## src/hpbp_defs.svh

```systemverilog
`ifndef HPBP_DEFS_SVH
`define HPBP_DEFS_SVH

// host data bus layout
`define HPBP_DATA_W        16
`define HPBP_UPPER_MSB     15
`define HPBP_UPPER_LSB     8
`define HPBP_LOWER_MSB     7
`define HPBP_LOWER_LSB     0
`define HPBP_ADDR_W        5

// byte lane enable positions
`define HPBP_LANE_UPPER    1
`define HPBP_LANE_LOWER    0

// register address read to fetch the first interrupt code (arbitrary default)
`define HPBP_INT_CODE_ADDR 5'h00

// shortest reset the controller accepts, in clock cycles
`define HPBP_RESET_MIN_CYC 4

`endif

```

## src/hpbp_pkg.sv

```systemverilog
`default_nettype none

package hpbp_pkg;

    // one parallel bus word with a parity bit per byte
    typedef struct packed {
        logic [7:0] upper;
        logic       upper_par;
        logic [7:0] lower;
        logic       lower_par;
    } hpbp_bus_word_t;

    // request seen on the host pins in one cycle
    typedef struct packed {
        logic       rd;
        logic       wr;
        logic [1:0] lanes;
    } hpbp_req_t;

    typedef enum logic [2:0] {
        HPBP_IDLE,
        HPBP_REG_RD,
        HPBP_REG_WR,
        HPBP_PASS_RD,
        HPBP_PASS_WR
    } hpbp_state_t;

endpackage : hpbp_pkg

`default_nettype wire

```

## src/hpbp_host_port.sv

```systemverilog
// What this block does
// - register select low opens register access
// - passthrough select links host and DMA bus
// - sixteen data bits, parity per byte
// - five address bits pick the register
// - strobe style: read strobe drives register data
// - read/write style: high reads, low writes
// - strobe style: write strobe stores host data
// - read/write style: low strobe marks lower byte
// - upper enable qualifies upper byte transfers
// - interrupt high in strobe style, else low
// - interrupt held inactive while controller busy
// - command or busy start clears interrupt
// - first interrupt code read clears interrupt
`include "hpbp_defs.svh"
`timescale 1ns/1ps
`default_nettype none

module hpbp_host_port
    import hpbp_pkg::*;
#(
    parameter int          DATA_W        = `HPBP_DATA_W,
    parameter int          ADDR_W        = `HPBP_ADDR_W,
    parameter logic [4:0]  INT_CODE_ADDR = `HPBP_INT_CODE_ADDR
) (
    input  wire logic                clk_sys_i,
    input  wire logic                rst_i,
    // host pins
    input  wire logic                mode_i,
    input  wire logic                register_select_n_i,
    input  wire logic                dma_passthrough_select_n_i,
    input  wire logic [ADDR_W-1:0]   register_addr_i,
    input  wire logic                rd_n_rw_i,
    input  wire logic                wr_n_low_byte_strobe_n_i,
    input  wire logic                high_byte_enable_n_i,
    input  wire hpbp_bus_word_t      host_bus_i,
    output var  hpbp_bus_word_t      host_bus_o,
    output logic [1:0]               host_bus_oe_o,
    output logic                     int_o,
    // register file side
    output logic                     reg_rd_o,
    output logic                     reg_wr_o,
    output logic [ADDR_W-1:0]        reg_addr_o,
    output logic [DATA_W-1:0]        reg_wdata_o,
    output logic [1:0]               reg_lanes_o,
    input  wire logic [DATA_W-1:0]   reg_rdata_i,
    // DMA data bus side
    input  wire hpbp_bus_word_t      dma_bus_i,
    output var  hpbp_bus_word_t      dma_bus_o,
    output logic [1:0]               dma_bus_oe_o,
    // controller events
    input  wire logic                irq_event_i,
    input  wire logic                command_issued_i,
    input  wire logic                controller_busy_flag_i
);

    // refuse widths that the pin decode and parity logic cannot serve
    if (DATA_W != `HPBP_DATA_W) begin : g_bad_data_w
        $error("host port data width must be 16");
    end
    if (ADDR_W != `HPBP_ADDR_W) begin : g_bad_addr_w
        $error("host port address width must be 5");
    end
    if ($bits(INT_CODE_ADDR) != ADDR_W) begin : g_bad_code_addr
        $error("interrupt code address must match the address width");
    end

    // interrupt pin level: active high in strobe style, active low otherwise
    function automatic logic int_level(input logic style, input logic active);
        int_level = style ? active : ~active;
    endfunction : int_level

    function automatic logic odd_parity(input logic [7:0] b);
        odd_parity = ~(^b);
    endfunction : odd_parity

    function automatic hpbp_bus_word_t pack_word(input logic [DATA_W-1:0] d);
        hpbp_bus_word_t w;
        w.upper     = d[`HPBP_UPPER_MSB:`HPBP_UPPER_LSB];
        w.upper_par = odd_parity(d[`HPBP_UPPER_MSB:`HPBP_UPPER_LSB]);
        w.lower     = d[`HPBP_LOWER_MSB:`HPBP_LOWER_LSB];
        w.lower_par = odd_parity(d[`HPBP_LOWER_MSB:`HPBP_LOWER_LSB]);
        pack_word   = w;
    endfunction : pack_word

    // pin decode for both bus styles
    hpbp_req_t   req;
    logic        strobe_style;
    logic        any_strobe;
    logic        reg_sel;
    logic        pass_sel;

    assign strobe_style = mode_i;
    assign reg_sel      = ~register_select_n_i;
    // both selects low: the register access wins, the passthrough is ignored
    assign pass_sel     = ~dma_passthrough_select_n_i & ~reg_sel;
    assign any_strobe   = ~wr_n_low_byte_strobe_n_i | ~high_byte_enable_n_i;

    always_comb begin
        req = '0;
        req.lanes[`HPBP_LANE_UPPER] = ~high_byte_enable_n_i;
        if (strobe_style) begin
            req.rd = ~rd_n_rw_i;
            req.wr = ~wr_n_low_byte_strobe_n_i;
            req.lanes[`HPBP_LANE_LOWER] = 1'b1;
        end else begin
            req.rd = any_strobe & rd_n_rw_i;
            req.wr = any_strobe & ~rd_n_rw_i;
            req.lanes[`HPBP_LANE_LOWER] = ~wr_n_low_byte_strobe_n_i;
        end
    end

    // access sequencer
    hpbp_state_t state_q;
    hpbp_state_t state_d;
    logic        req_live;

    // an access ends as soon as its select, strobe or direction is seen gone
    assign req_live = (state_q == HPBP_REG_RD  && reg_sel  && req.rd) ||
                      (state_q == HPBP_REG_WR  && reg_sel  && req.wr) ||
                      (state_q == HPBP_PASS_RD && pass_sel && req.rd) ||
                      (state_q == HPBP_PASS_WR && pass_sel && req.wr);

    always_comb begin
        state_d = state_q;
        case (state_q)
            HPBP_IDLE: begin
                if (reg_sel && req.rd) begin
                    state_d = HPBP_REG_RD;
                end else if (reg_sel && req.wr) begin
                    state_d = HPBP_REG_WR;
                end else if (pass_sel && req.rd) begin
                    state_d = HPBP_PASS_RD;
                end else if (pass_sel && req.wr) begin
                    state_d = HPBP_PASS_WR;
                end
            end
            HPBP_REG_RD,
            HPBP_REG_WR,
            HPBP_PASS_RD,
            HPBP_PASS_WR: begin
                if (!req_live) begin
                    state_d = HPBP_IDLE;
                end
            end
            default: begin
                state_d = HPBP_IDLE;
            end
        endcase
    end

    always_ff @(posedge clk_sys_i) begin
        if (rst_i) begin
            state_q <= HPBP_IDLE;
        end else begin
            state_q <= state_d;
        end
    end

    logic reg_rd_start;
    logic reg_wr_start;

    // accesses start only from idle, so a strobe held for many cycles is taken once
    assign reg_rd_start = (state_q == HPBP_IDLE) && (state_d == HPBP_REG_RD);
    assign reg_wr_start = (state_q == HPBP_IDLE) && (state_d == HPBP_REG_WR);

    // register file strobes, one pulse per access
    always_ff @(posedge clk_sys_i) begin
        if (rst_i) begin
            reg_rd_o <= 1'b0;
            reg_wr_o <= 1'b0;
        end else begin
            reg_rd_o <= reg_rd_start;
            reg_wr_o <= reg_wr_start;
        end
    end

    // address, lanes and write data stand until the next register access starts
    always_ff @(posedge clk_sys_i) begin
        if (rst_i) begin
            reg_addr_o  <= '0;
            reg_wdata_o <= '0;
            reg_lanes_o <= '0;
        end else if (reg_rd_start || reg_wr_start) begin
            reg_addr_o  <= register_addr_i;
            reg_lanes_o <= req.lanes;
            reg_wdata_o <= {host_bus_i.upper, host_bus_i.lower};
        end
    end

    // host data pins: register read data or DMA bus data
    always_ff @(posedge clk_sys_i) begin
        if (rst_i) begin
            host_bus_o <= '0;
        end else begin
            case (state_d)
                HPBP_REG_RD: begin
                    host_bus_o <= pack_word(reg_rdata_i);
                end
                HPBP_PASS_RD: begin
                    host_bus_o <= dma_bus_i;
                end
                default: begin
                    host_bus_o <= host_bus_o;
                end
            endcase
        end
    end

    // host pins are driven only while a read stands
    always_ff @(posedge clk_sys_i) begin
        if (rst_i) begin
            host_bus_oe_o <= '0;
        end else if (state_d == HPBP_REG_RD || state_d == HPBP_PASS_RD) begin
            host_bus_oe_o <= req.lanes;
        end else begin
            host_bus_oe_o <= '0;
        end
    end

    // DMA data pins follow the host pins during a passthrough write
    always_ff @(posedge clk_sys_i) begin
        if (rst_i) begin
            dma_bus_o <= '0;
        end else if (state_d == HPBP_PASS_WR) begin
            dma_bus_o <= host_bus_i;
        end
    end

    // DMA data pins driven only during a passthrough write
    always_ff @(posedge clk_sys_i) begin
        if (rst_i) begin
            dma_bus_oe_o <= '0;
        end else if (state_d == HPBP_PASS_WR) begin
            dma_bus_oe_o <= req.lanes;
        end else begin
            dma_bus_oe_o <= '0;
        end
    end

    // interrupt request
    logic busy_q;
    logic irq_q;
    logic irq_d;
    logic irq_clr;
    logic code_read;
    logic busy_rise;
    logic irq_live;

    // any read start of the code address counts as reading the first code
    assign code_read = reg_rd_start && (register_addr_i == INT_CODE_ADDR);
    assign busy_rise = controller_busy_flag_i & ~busy_q;
    assign irq_clr   = command_issued_i
                     | busy_rise
                     | code_read;
    // a new event in the clearing cycle survives
    assign irq_d     = irq_event_i | (irq_q & ~irq_clr);
    assign irq_live  = irq_d & ~controller_busy_flag_i;

    always_ff @(posedge clk_sys_i) begin
        if (rst_i) begin
            busy_q <= 1'b0;
        end else begin
            busy_q <= controller_busy_flag_i;
        end
    end

    always_ff @(posedge clk_sys_i) begin
        if (rst_i) begin
            irq_q <= 1'b0;
        end else begin
            irq_q <= irq_d;
        end
    end

    // polarity follows the bus style
    always_ff @(posedge clk_sys_i) begin
        if (rst_i) begin
            int_o <= int_level(mode_i, 1'b0);
        end else begin
            int_o <= int_level(strobe_style, irq_live);
        end
    end

endmodule : hpbp_host_port

`default_nettype wire

```

## config.mk

```make
export PLATFORM = sky130hd
export DESIGN_NAME = hpbp_host_port
export DESIGN_NICKNAME = d
export VERILOG_FILES = /design/src/hpbp_pkg.sv /design/src/hpbp_host_port.sv
export VERILOG_INCLUDE_DIRS = /design/src
export SDC_FILE = /design/constraint.sdc
export NUM_CORES = 1
export LEC_CHECK = 0
export CORE_MARGIN = 2
export CORE_UTILIZATION = 40
export CTS_BUF_LIST = sky130_fd_sc_hd__clkbuf_2
export CTS_CLUSTER_DIAMETER = 30
export DETAILED_ROUTE_END_ITERATION = 10
export DONT_BUFFER_PORTS = 1
export PLACE_DENSITY = 0.56
export SLEW_MARGIN = 20
export SYNTH_ARGS = -nofsm -noshare
export SYNTH_HDL_FRONTEND = slang
export SYNTH_SLANG_ARGS = --single-unit
```

## constraint.sdc

```tcl
create_clock -name clk_sys_i -period 2 [get_ports clk_sys_i]
set_input_delay 0.1 -clock clk_sys_i [delete_from_list [all_inputs] [get_ports clk_sys_i]]
set_output_delay 0.1 -clock clk_sys_i [all_outputs]
set_load 0.01 [all_outputs]
```

==> flow_summary.toml, run 1 <==
[power_and_ir_drop]
peakVddDrop_mv = 0.4118
power_density_nw_per_um2 = 748.8
p_sw_w = 0.0009159
clock_power_share_pct = 22.6
p_sw_share_pct = 31.38
power_frac_seq_pct = 56.5
p_int_w = 0.002003
pwr-share-comb_pct = 20.9
leakagePower_nw = 1.729

[sta]
tightest_slew_ps = 524.1
slew-limit-headroom_pct = 64.69
rsz0062_at_grt = "false"
setup_ws_ps = 59.78
skew_ps = 22.73
max_freq_mhz = 515.4
period_needed_ps = 1940
fin_setup_tns_ps = 0
slew_violations = 0
finalHoldViolations = 0
setup_viol = 0
post-route-period-util_pct = 97.01

[drt]
ant_nets = 0
post_drt_wl_per_cell_um = 16.43
dr.pass1.iters = 4
via_per_inst = 5.105
vias = 2379
routed_wl_um = 7657
drt_iter0_markers = 63
drc = 0

[outcome]
status = "complete, no violations"

[floorplanning]
io_pins = 134
die_area_um2 = 8170
start_util_pct = 41.16
core.rowCount = 31
die_x_um = 90.39
core_area_um2 = 7253
die_h_um = 90.39

[placement]
portBuffers = 0
placed_cell_area_um2 = 3045
dp_cells = 377
post-place-ws_ps = 235.5
dp_hpwl_um = 4491
gp_congestion = 0.7659

[synth]
yosys_most_used_dff = "dfxtp_1"
synthTopCellsByCount = "dfxtp_1, nor2_1, mux2i_1"
synth_area_leader_cell = "dfxtp_1"
synth-xor-area-share_pct = 4.694
synth_top_family_by_area = "multiplexers"
synth_area_um2 = 2985
synth.most_common_cell = "dfxtp_1"
ys_seq_area_share_pct = 47.61
synthAdderAreaFrac_pct = 0
syn_area_per_cell_um2 = 10.19
synth-simple-area-share_pct = 12.20
postSynthCellCount = 293
synth_warnings = 0
synth_nets = 361
synth_mux_area_share_pct = 19.95
synth_area_leaders = "dfxtp_1, mux2i_1, nor2_1, xnor2_1, a211oi_1"
yosys.area.top_type_share_pct = 47.61
synthDistinctLibCells = 38
synth_compound_area_share_pct = 9.388
ys_async_sr_fraction_pct = 0
ys_ff_latch = 71
synth_edf_count = 0

[critical_path]
critical_path_class = "input pin to flip-flop"
end_kind = "flip-flop"
start_kind = "input pin"
crit_required_ps = 2400
worstPathMaxFanout = 20
critical_path_arrival_ps = 2350

[global_route]
track_usage_pct = 19.17
grt_max_degree = 73
grt_pass1_wl_um = 12450
antenna_found_initial = 0
gr-total-overflow = 0
grt_pass1_vias = 2530

[cells_and_area]
area_delta_synth_final_pct = 30.55
drive_above_1_share_pct = 8.719
fillCellCount = 638
final_area_um2 = 3897
nets = 430
diodes = 0
instances_no_fill = 466

[flow_run]
cap_violations = 0

[clock_tree]
clkTransAtPathRegs_ps = 200
cts_tree = "yes"
cts_inserted_buffers = 9
clkSinkCount = 71
clk_latency_ps = 490
cts_setup_buffers = 0
h-tree-depth = 3
cts_buffer_depth = 2
cts-root-buf = "clkbuf_2"

[hold_path]
holdCritPathClass = "input pin to flip-flop"
## timing repair
item / in CTS / in global routing
setup endpoints to repair: 0 / 5
gates resized for setup: 0 / 7
hold buffers: 73 / 0
endpoints found under the hold margin: 71 / 0
## sequential cells by signal (all words and copies together) (netlist names), 2 cells and up
name,count
host_bus_oe_o,2
reg_wdata_o,16
reg_lanes_o,2
host_bus_o,18
dma_bus_oe_o,2
dma_bus_o,18
reg_addr_o,5
state_q,3
## logic make-up (layout without fill, tap and decap cells)
| logic type | after synthesis | in the layout |
|---|---|---|
| AOI/OAI and AO/OA | 38 | 38 |
| xor gates and xnor gates | 16 | 16 |
| buffers and inverters | 23 | 97 |
| DFF | 71 | 71 |
| muxes | 59 | 59 |
| and+or+nand+nor | 86 | 86 |
## worst max-delay path, stage by stage
cell	delay, ps
dlygate4sd3_1	660
o21a_1	240
a21oi_2	170
o2111ai_4	160
buf_12	200
mux2i_1	180
nor2_1	60
dlygate4sd3_1	560
## per-stage QoR
| step | total power, W | hold slack [ps] | util, % |
|---|---|---|---|
| after CTS | 0.002942 | 2.558 | 53.48 |
| final | 0.002919 | 43.37 | 53.73 |
| after detailed placement | 0.002136 | 180.7 | 41.99 |
| after global placement | 0.002127 | 176.3 | 41.99 |
| after global routing | 0.003075 | 35.90 | 53.73 |
| after floorplan | 0.002074 | 179.2 | - |
## final timing paths
check | end | from | cells after the start | slack (ps)
hold reg to reg | reg_lanes_o[0]$_SDFFE_PP0P_ | reg_lanes_o[0]$_SDFFE_PP0P_ | 2 | 550
setup / recovery | dma_bus_o[1]$_SDFFE_PP0N_ | high_byte_enable_n_i | 8 | 60
setup reg to reg | irq_q$_SDFF_PP0_ | state_q[0]$_SDFF_PP0_ | 7 | 170
hold / removal | reg_wdata_o[2]$_SDFFE_PP0P_ | register_select_n_i | 3 | 40
## area by class of cell
| cell class | count | area, µm² | area share [%] |
|---|---|---|---|
| Inverter | 4 | 15.01 | 0.3852 |
| Clock buffer | 9 | 45.04 | 1.156 |
| Sequential cell | 71 | 1425 | 36.57 |
| Multi-Input combinational cell | 199 | 1420 | 36.44 |
| Timing Repair Buffer | 77 | 828.3 | 21.25 |
| Clock inverter | 7 | 40.04 | 1.027 |
| Tap cell | 99 | 123.9 | 3.178 |
## metal layers
metal  part of all wire (%)  vias up  GRT usage [%]
met5                      0        -              0
met4                    2.4        0          8.846
met3                    7.2       16          6.427
met2                     50       99          32.96
met1                     40     1104          21.41
li1                       -     1160              -
## power groups by stage
stage,registers [W],logic [W],clock network (W)
final,0.00165,0.000609,0.000661
after global routing,0.00166,0.000675,0.000739
after CTS,0.00165,0.000606,0.000687
after detailed placement,0.00168,0.000458,0
after global placement,0.00168,0.000449,0
after floorplan,0.00165,0.000423,0
## placed cells by master, fill, tap and decap left out, types with 2 or more instances in the layout
| cell type | n |
|---|---|
| nor2_2 | 2 |
| a22oi_1 | 2 |
| dfxtp_2 | 3 |
| clkinv_1 | 2 |
| a21oi_1 | 2 |
| nor3_1 | 5 |
| nand2b_1 | 2 |
| dlygate4sd3_1 | 72 |
| nor2_1 | 67 |
| dfxtp_1 | 68 |
| a211oi_1 | 18 |
| xnor2_1 | 16 |
| inv_1 | 4 |
| o21a_1 | 2 |
| clkinv_2 | 2 |
| o21ai_0 | 2 |
| a21oi_2 | 2 |
| clkinvlp_4 | 3 |
| mux2i_1 | 58 |
| clkbuf_2 | 9 |
| nand2_1 | 2 |
| buf_12 | 4 |
(Power assumes the default switching activity.)
==> run 2: changes to the inputs <==
Settings changed: CORE_MARGIN 2 to 5.
==> run 2 against run 1 <==
Net effect:
- total power increased by 14%
- first-iteration DRC count decreased by 9.5%
- global-route usage decreased by 1.9 points
- sequential share of layout area decreased by 1.3 points
==> flow_summary.toml, run 2 (synthesized netlist as in run 1, its figures left out) <==
[critical_path]
path_depth = 9
critical_path_class = "input pin to flip-flop"
end_kind = "flip-flop"
ff2ff_path_depth = 7
slowest_stage = "dlygate4sd3_1"
r2r_start = "state_q[0]$_SDFF_PP0_"
cp_top_family = "buffers and inverters"
crit_required_ps = 2430
critical_path_arrival_ps = 2380
cp_cell_sequence = "dlygate4sd3_1 > nand2b_1 > a21boi_0 > o22ai_1 > o2111ai_4 > buf_12 > mux2i_1 > nor2_1 > dlygate4sd3_1"
crit_top_cell = "dlygate4sd3_1"
start_kind = "input pin"
worstPathMaxFanout = 20
crit_start = "register_select_n_i"
crit_buf_inv = 3
cp_slowest_stage_delay_ps = 580

[sta]
fin_setup_tns_ps = 0
max_freq_mhz = 514.1
finalHoldViolations = 0
setup_viol = 0
tightest_slew_ps = 567.5
post-route-period-util_pct = 97.25
setup_ws_ps = 55.01
slew-limit-headroom_pct = 61.76
slew_violations = 0
rsz0062_at_grt = "true"
skew_ps = 36.40
period_needed_ps = 1945

[cells_and_area]
final_common_cell = "dlygate4sd3_1"
nets = 437
instances_no_fill = 473
reg.largest.list = "dma_bus_o x18, host_bus_o x18, reg_wdata_o x16"
diodes = 0
fillCellCount = 632
final_area_um2 = 4036
drive_above_1_share_pct = 8.021
final_cell_mix = "dlygate4sd3_1, nor2_1, dfxtp_1"
area_delta_synth_final_pct = 35.21

[clock_tree]
h-tree-depth = 3
cts-root-buf = "clkbuf_2"
cts_buffer_depth = 2
cts_tree = "yes"
clkSinkCount = 71
clk_latency_ps = 510
clkTransAtPathRegs_ps = 220
cts_setup_buffers = 0
cts_inserted_buffers = 9

[drt]
vias = 2366
drc = 0
dr.pass1.iters = 4
via_per_inst = 5.002
ant_nets = 0
drt_iter0_markers = 57
routed_wl_um = 7882
post_drt_wl_per_cell_um = 16.66

[floorplanning]
core_area_um2 = 7253
start_util_pct = 41.16
die_x_um = 96.39
core.rowCount = 31
io_pins = 134
die_area_um2 = 9291
die_h_um = 96.39

[global_route]
track_usage_pct = 17.27
antenna_found_initial = 0
grt_pass1_wl_um = 12050
gr-total-overflow = 0
grt_max_degree = 73
grt_pass1_vias = 2356

[placement]
gp_congestion = 0.7214
portBuffers = 0
dp_cells = 377
post-place-ws_ps = 219.3
dp_hpwl_um = 4845
placed_cell_area_um2 = 3033

[power_and_ir_drop]
power_density_nw_per_um2 = 824.9
peakVddDrop_mv = 0.4321
leakagePower_nw = 1.816

[hold_path]
holdCritPathClass = "input pin to flip-flop"
min-delay-start = "register_select_n_i"
holdPathStages = 3

[outcome]
status = "complete, no violations"

[flow_run]
cap_violations = 0
-- run 2: cell types whose count changed in the layout (fill, tap and decap cells not counted), moves of 2 or more --
cell / previous run / this run
clkinv_1: 2 / 0
clkinv_4: 0 / 3
nor2_2: 2 / 0
clkinvlp_4: 3 / 0
dlygate4sd3_1: 72 / 78
nor2_1: 67 / 69
bufinv_16: 0 / 3
-- run 2: where the power goes --
part / switching, W / internal (W) / leakage (nW)
sequential: 0.000126 / 0.00152 / 0.583
clock: 0.000518 / 0.000543 / 0.0960
combinational: 0.000279 / 0.000339 / 1.14
-- run 2: cell type report --
class	instances	area, µm²	share of cell area (%)
inverters	4	15.01	0.3720
repair buffers	84	900.9	22.32
flip-flops and latches	71	1425	35.31
clock inverters	7	121.4	3.007
well taps	99	123.9	3.069
multi-input cells	199	1405	34.81
clock buffers	9	45.04	1.116
-- run 2: routing by layer --
metal | track usage, % | vias to the layer above | routed length, µm
met2 | 28.87 | 90 | 4008
met5 | 0 | - | 0
met1 | 19.18 | 1081 | 2978
met4 | 7.243 | 0 | 137
met3 | 7.436 | 12 | 758
li1 | - | 1183 | -
-- run 2: stage by stage --
step | total power, W | utilization, % | hold WS [ps]
2_1_floorplan | 0.002074 | - | 179.2
3_3_place_gp | 0.002128 | 41.81 | 177.0
3_5_place_dp | 0.002138 | 41.81 | 179.6
4_1_cts | 0.003369 | 55.25 | 60.53
5_1_grt | 0.003505 | 55.65 | 54.95
6_report | 0.003330 | 55.65 | 100.5
-- run 2: tightest hold or removal path, stage by stage --
cell and delay, ps:
a311o_2 290, mux2i_1 100, nor2_1 70
-- run 2: worst paths after layout --
check                                                   end  slack (ps)
worst min-delay path            reg_wdata_o[2]$_SDFFE_PP0P_         100
worst max-delay path             dma_bus_o[16]$_SDFFE_PP0N_          60
worst min register to register  reg_lanes_o[0]$_SDFFE_PP0P_         540
worst max register to register             irq_q$_SDFF_PP0_          80
-- run 2: timing repair --
item	4_1_cts	5_1_grt
hold buffers	79	1
endpoints found under the hold margin	71	3
gates resized for setup	0	7
endpoints found under the setup margin	0	23
==> run 3: changes to the inputs <==
Clock period 2 ns to 2.1 ns, I/O delays scaled along.
==> run 3 against run 2 <==
Net effect:
- clock-buffer cell count unchanged
- first-iteration DRC count increased by 30%
- worst setup slack got worse by 6.5 ps
- sequential share of layout area increased by 0.87 points
- die area unchanged
- critical endpoint unchanged
- largest power group unchanged
==> flow_summary.toml, run 3 (synthesized netlist as in run 1, its figures left out) <==
[critical_path]
r2r_start = "state_q[0]$_SDFF_PP0_"
critical_path_arrival_ps = 2480
cp_cell_sequence = "dlygate4sd3_1 > nand2b_1 > a21boi_0 > o22ai_1 > o2111ai_4 > buf_12 > mux2i_1 > nor2_1 > dlygate4sd3_1"
ff2ff_path_depth = 7
cp_slowest_stage_delay_ps = 580
slowest_stage = "dlygate4sd3_1"
r2r_setup_slack_ps = 60
critical_path_class = "input pin to flip-flop"
worstPathMaxFanout = 20
crit_top_cell = "dlygate4sd3_1"
end_kind = "flip-flop"
start_kind = "input pin"
crit_required_ps = 2530
r2r_end = "irq_q$_SDFF_PP0_"

[sta]
slew-limit-headroom_pct = 65.89
setup_viol = 0
skew_ps = 20.21
rsz0062_at_grt = "false"
finalHoldViolations = 0
post-route-period-util_pct = 97.69
max_freq_mhz = 487.5
slew_violations = 0
tightest_slew_ps = 506.3
period_needed_ps = 2051
holdWs_ps = 84.11
fin_setup_tns_ps = 0

[cells_and_area]
area_delta_synth_final_pct = 31.60
final_util_pct = 54.17
drive_above_1_share_pct = 7.337
diodes = 0
final_cell_mix = "dlygate4sd3_1, dfxtp_1, nor2_1"
nets = 431
final_common_cell = "dlygate4sd3_1"
reg.largest.list = "dma_bus_o x18, host_bus_o x18, reg_wdata_o x16"

[power_and_ir_drop]
p_int_w = 0.002053
clock_power_share_pct = 27.6
p_sw_w = 0.0009142
power_density_nw_per_um2 = 755.3
pwr-share-comb_pct = 19.4
peakVddDrop_mv = 0.4216
power_frac_seq_pct = 53.0
p_sw_share_pct = 30.81
leakagePower_nw = 1.752

[global_route]
grt_pass1_wl_um = 12320
grt_max_degree = 73
track_usage_pct = 17.65
antenna_found_initial = 0
grt_pass1_vias = 2388
gr-total-overflow = 0

[clock_tree]
cts_setup_buffers = 0
cts_buffer_depth = 2
h-tree-depth = 3
clkTransAtPathRegs_ps = 220
cts-root-buf = "clkbuf_2"
cts_inserted_buffers = 9
clk_latency_ps = 500
clkSinkCount = 71
cts_tree = "yes"

[placement]
gp_congestion = 0.7214
portBuffers = 0
dp_hpwl_um = 4868

[drt]
drt_iter0_markers = 74
dr.pass1.iters = 4
vias = 2353
via_per_inst = 5.039
ant_nets = 0
routed_wl_um = 7923
post_drt_wl_per_cell_um = 16.97
drc = 0

[hold_path]
hold_end = "state_q[2]$_SDFF_PP0_"
holdCritPathClass = "input pin to flip-flop"
holdPathStages = 4
min-delay-start = "rd_n_rw_i"

[floorplanning]
die_x_um = 96.39
die_h_um = 96.39
core_area_um2 = 7253
io_pins = 134
start_util_pct = 41.16
die_area_um2 = 9291
core.rowCount = 31

[flow_run]
cap_violations = 0

[outcome]
status = "complete, no violations"
## run 3: changes by cell type in the layout (fill, tap and decap cells not counted)
cell / change
dlymetal6s4s_1: -1
inv_6: +3
clkinv_4: -2
clkinv_2: -1
dlygate4sd3_1: -5
dfxtp_1: +3
dfxtp_2: -3
bufinv_16: -2
clkinvlp_4: +2
## run 3: area by class of cell
class	count	area, µm²
fillers	674	3324
flip-flops and latches	71	1421
multi-input cells	199	1405
repair buffers	78	838.3
well taps	99	123.9
clock inverters	7	80.08
clock buffers	9	45.04
inverters	4	15.01
## run 3: how the worst max path moves through the flow
| stage | slack [ps] | to | from |
|---|---|---|---|
| 6_report | 50 | dma_bus_o[16]$_SDFFE_PP0N_ | rd_n_rw_i |
| 5_1_grt | 1 | irq_q$_SDFF_PP0_ | state_q[0]$_SDFF_PP0_ |
| 4_1_cts | 20 | dma_bus_o[15]$_SDFFE_PP0N_ | rd_n_rw_i |
| 3_5_place_dp | 310 | reg_wdata_o[1]$_SDFFE_PP0P_ | state_q[1]$_SDFF_PP0_ |
| 3_3_place_gp | 340 | reg_wdata_o[15]$_SDFFE_PP0P_ | state_q[0]$_SDFF_PP0_ |
| 2_1_floorplan | 360 | reg_addr_o[0]$_SDFFE_PP0P_ | state_q[0]$_SDFF_PP0_ |
## run 3: per-stage QoR
| step | area (µm²) | total power [W] | instances | worst slack [ps] |
|---|---|---|---|---|
| 6_report | 3929 | 0.002967 | 467 | 48.56 |
| 3_3_place_gp | 3033 | 0.002027 | 377 | 335.8 |
| 3_5_place_dp | 3033 | 0.002036 | 377 | 312.5 |
| 4_1_cts | 3916 | 0.003015 | 467 | 20.53 |
| 5_1_grt | 3929 | 0.003164 | 467 | 1.244 |
| 2_1_floorplan | 2985 | 0.001975 | 293 | 365.0 |
## run 3: layer usage
layer	vias to the layer above	track usage (%)	share of wire, %
met3	10	8.056	8.9
li1	1161	-	-
met1	1102	20.06	39
met5	-	0	0
met4	0	6.659	1.3
met2	80	28.98	51
## run 3: power by group through the flow
stage	combinational [W]	sequential, W	clock [W]
after global routing	0.000636	0.00159	0.000940
after detailed placement	0.000433	0.00160	0
after CTS	0.000578	0.00158	0.000862
after global placement	0.000425	0.00160	0
final	0.000577	0.00157	0.000819
after floorplan	0.000403	0.00157	0
## run 3: timing repair
item / 4_1_cts / 5_1_grt
endpoints found under the hold margin: 71 / 0
hold buffers: 74 / 0
gates resized for setup: 0 / 3
setup endpoints to repair: 0 / 4
## run 3: critical path: cells and delay by family
| kind | cells | cell delay (ps) |
|---|---|---|
| compound gates | 3 | 590 |
| buf+inv | 3 | 1380 |
| mux | 1 | 190 |
| simple gates | 2 | 190 |
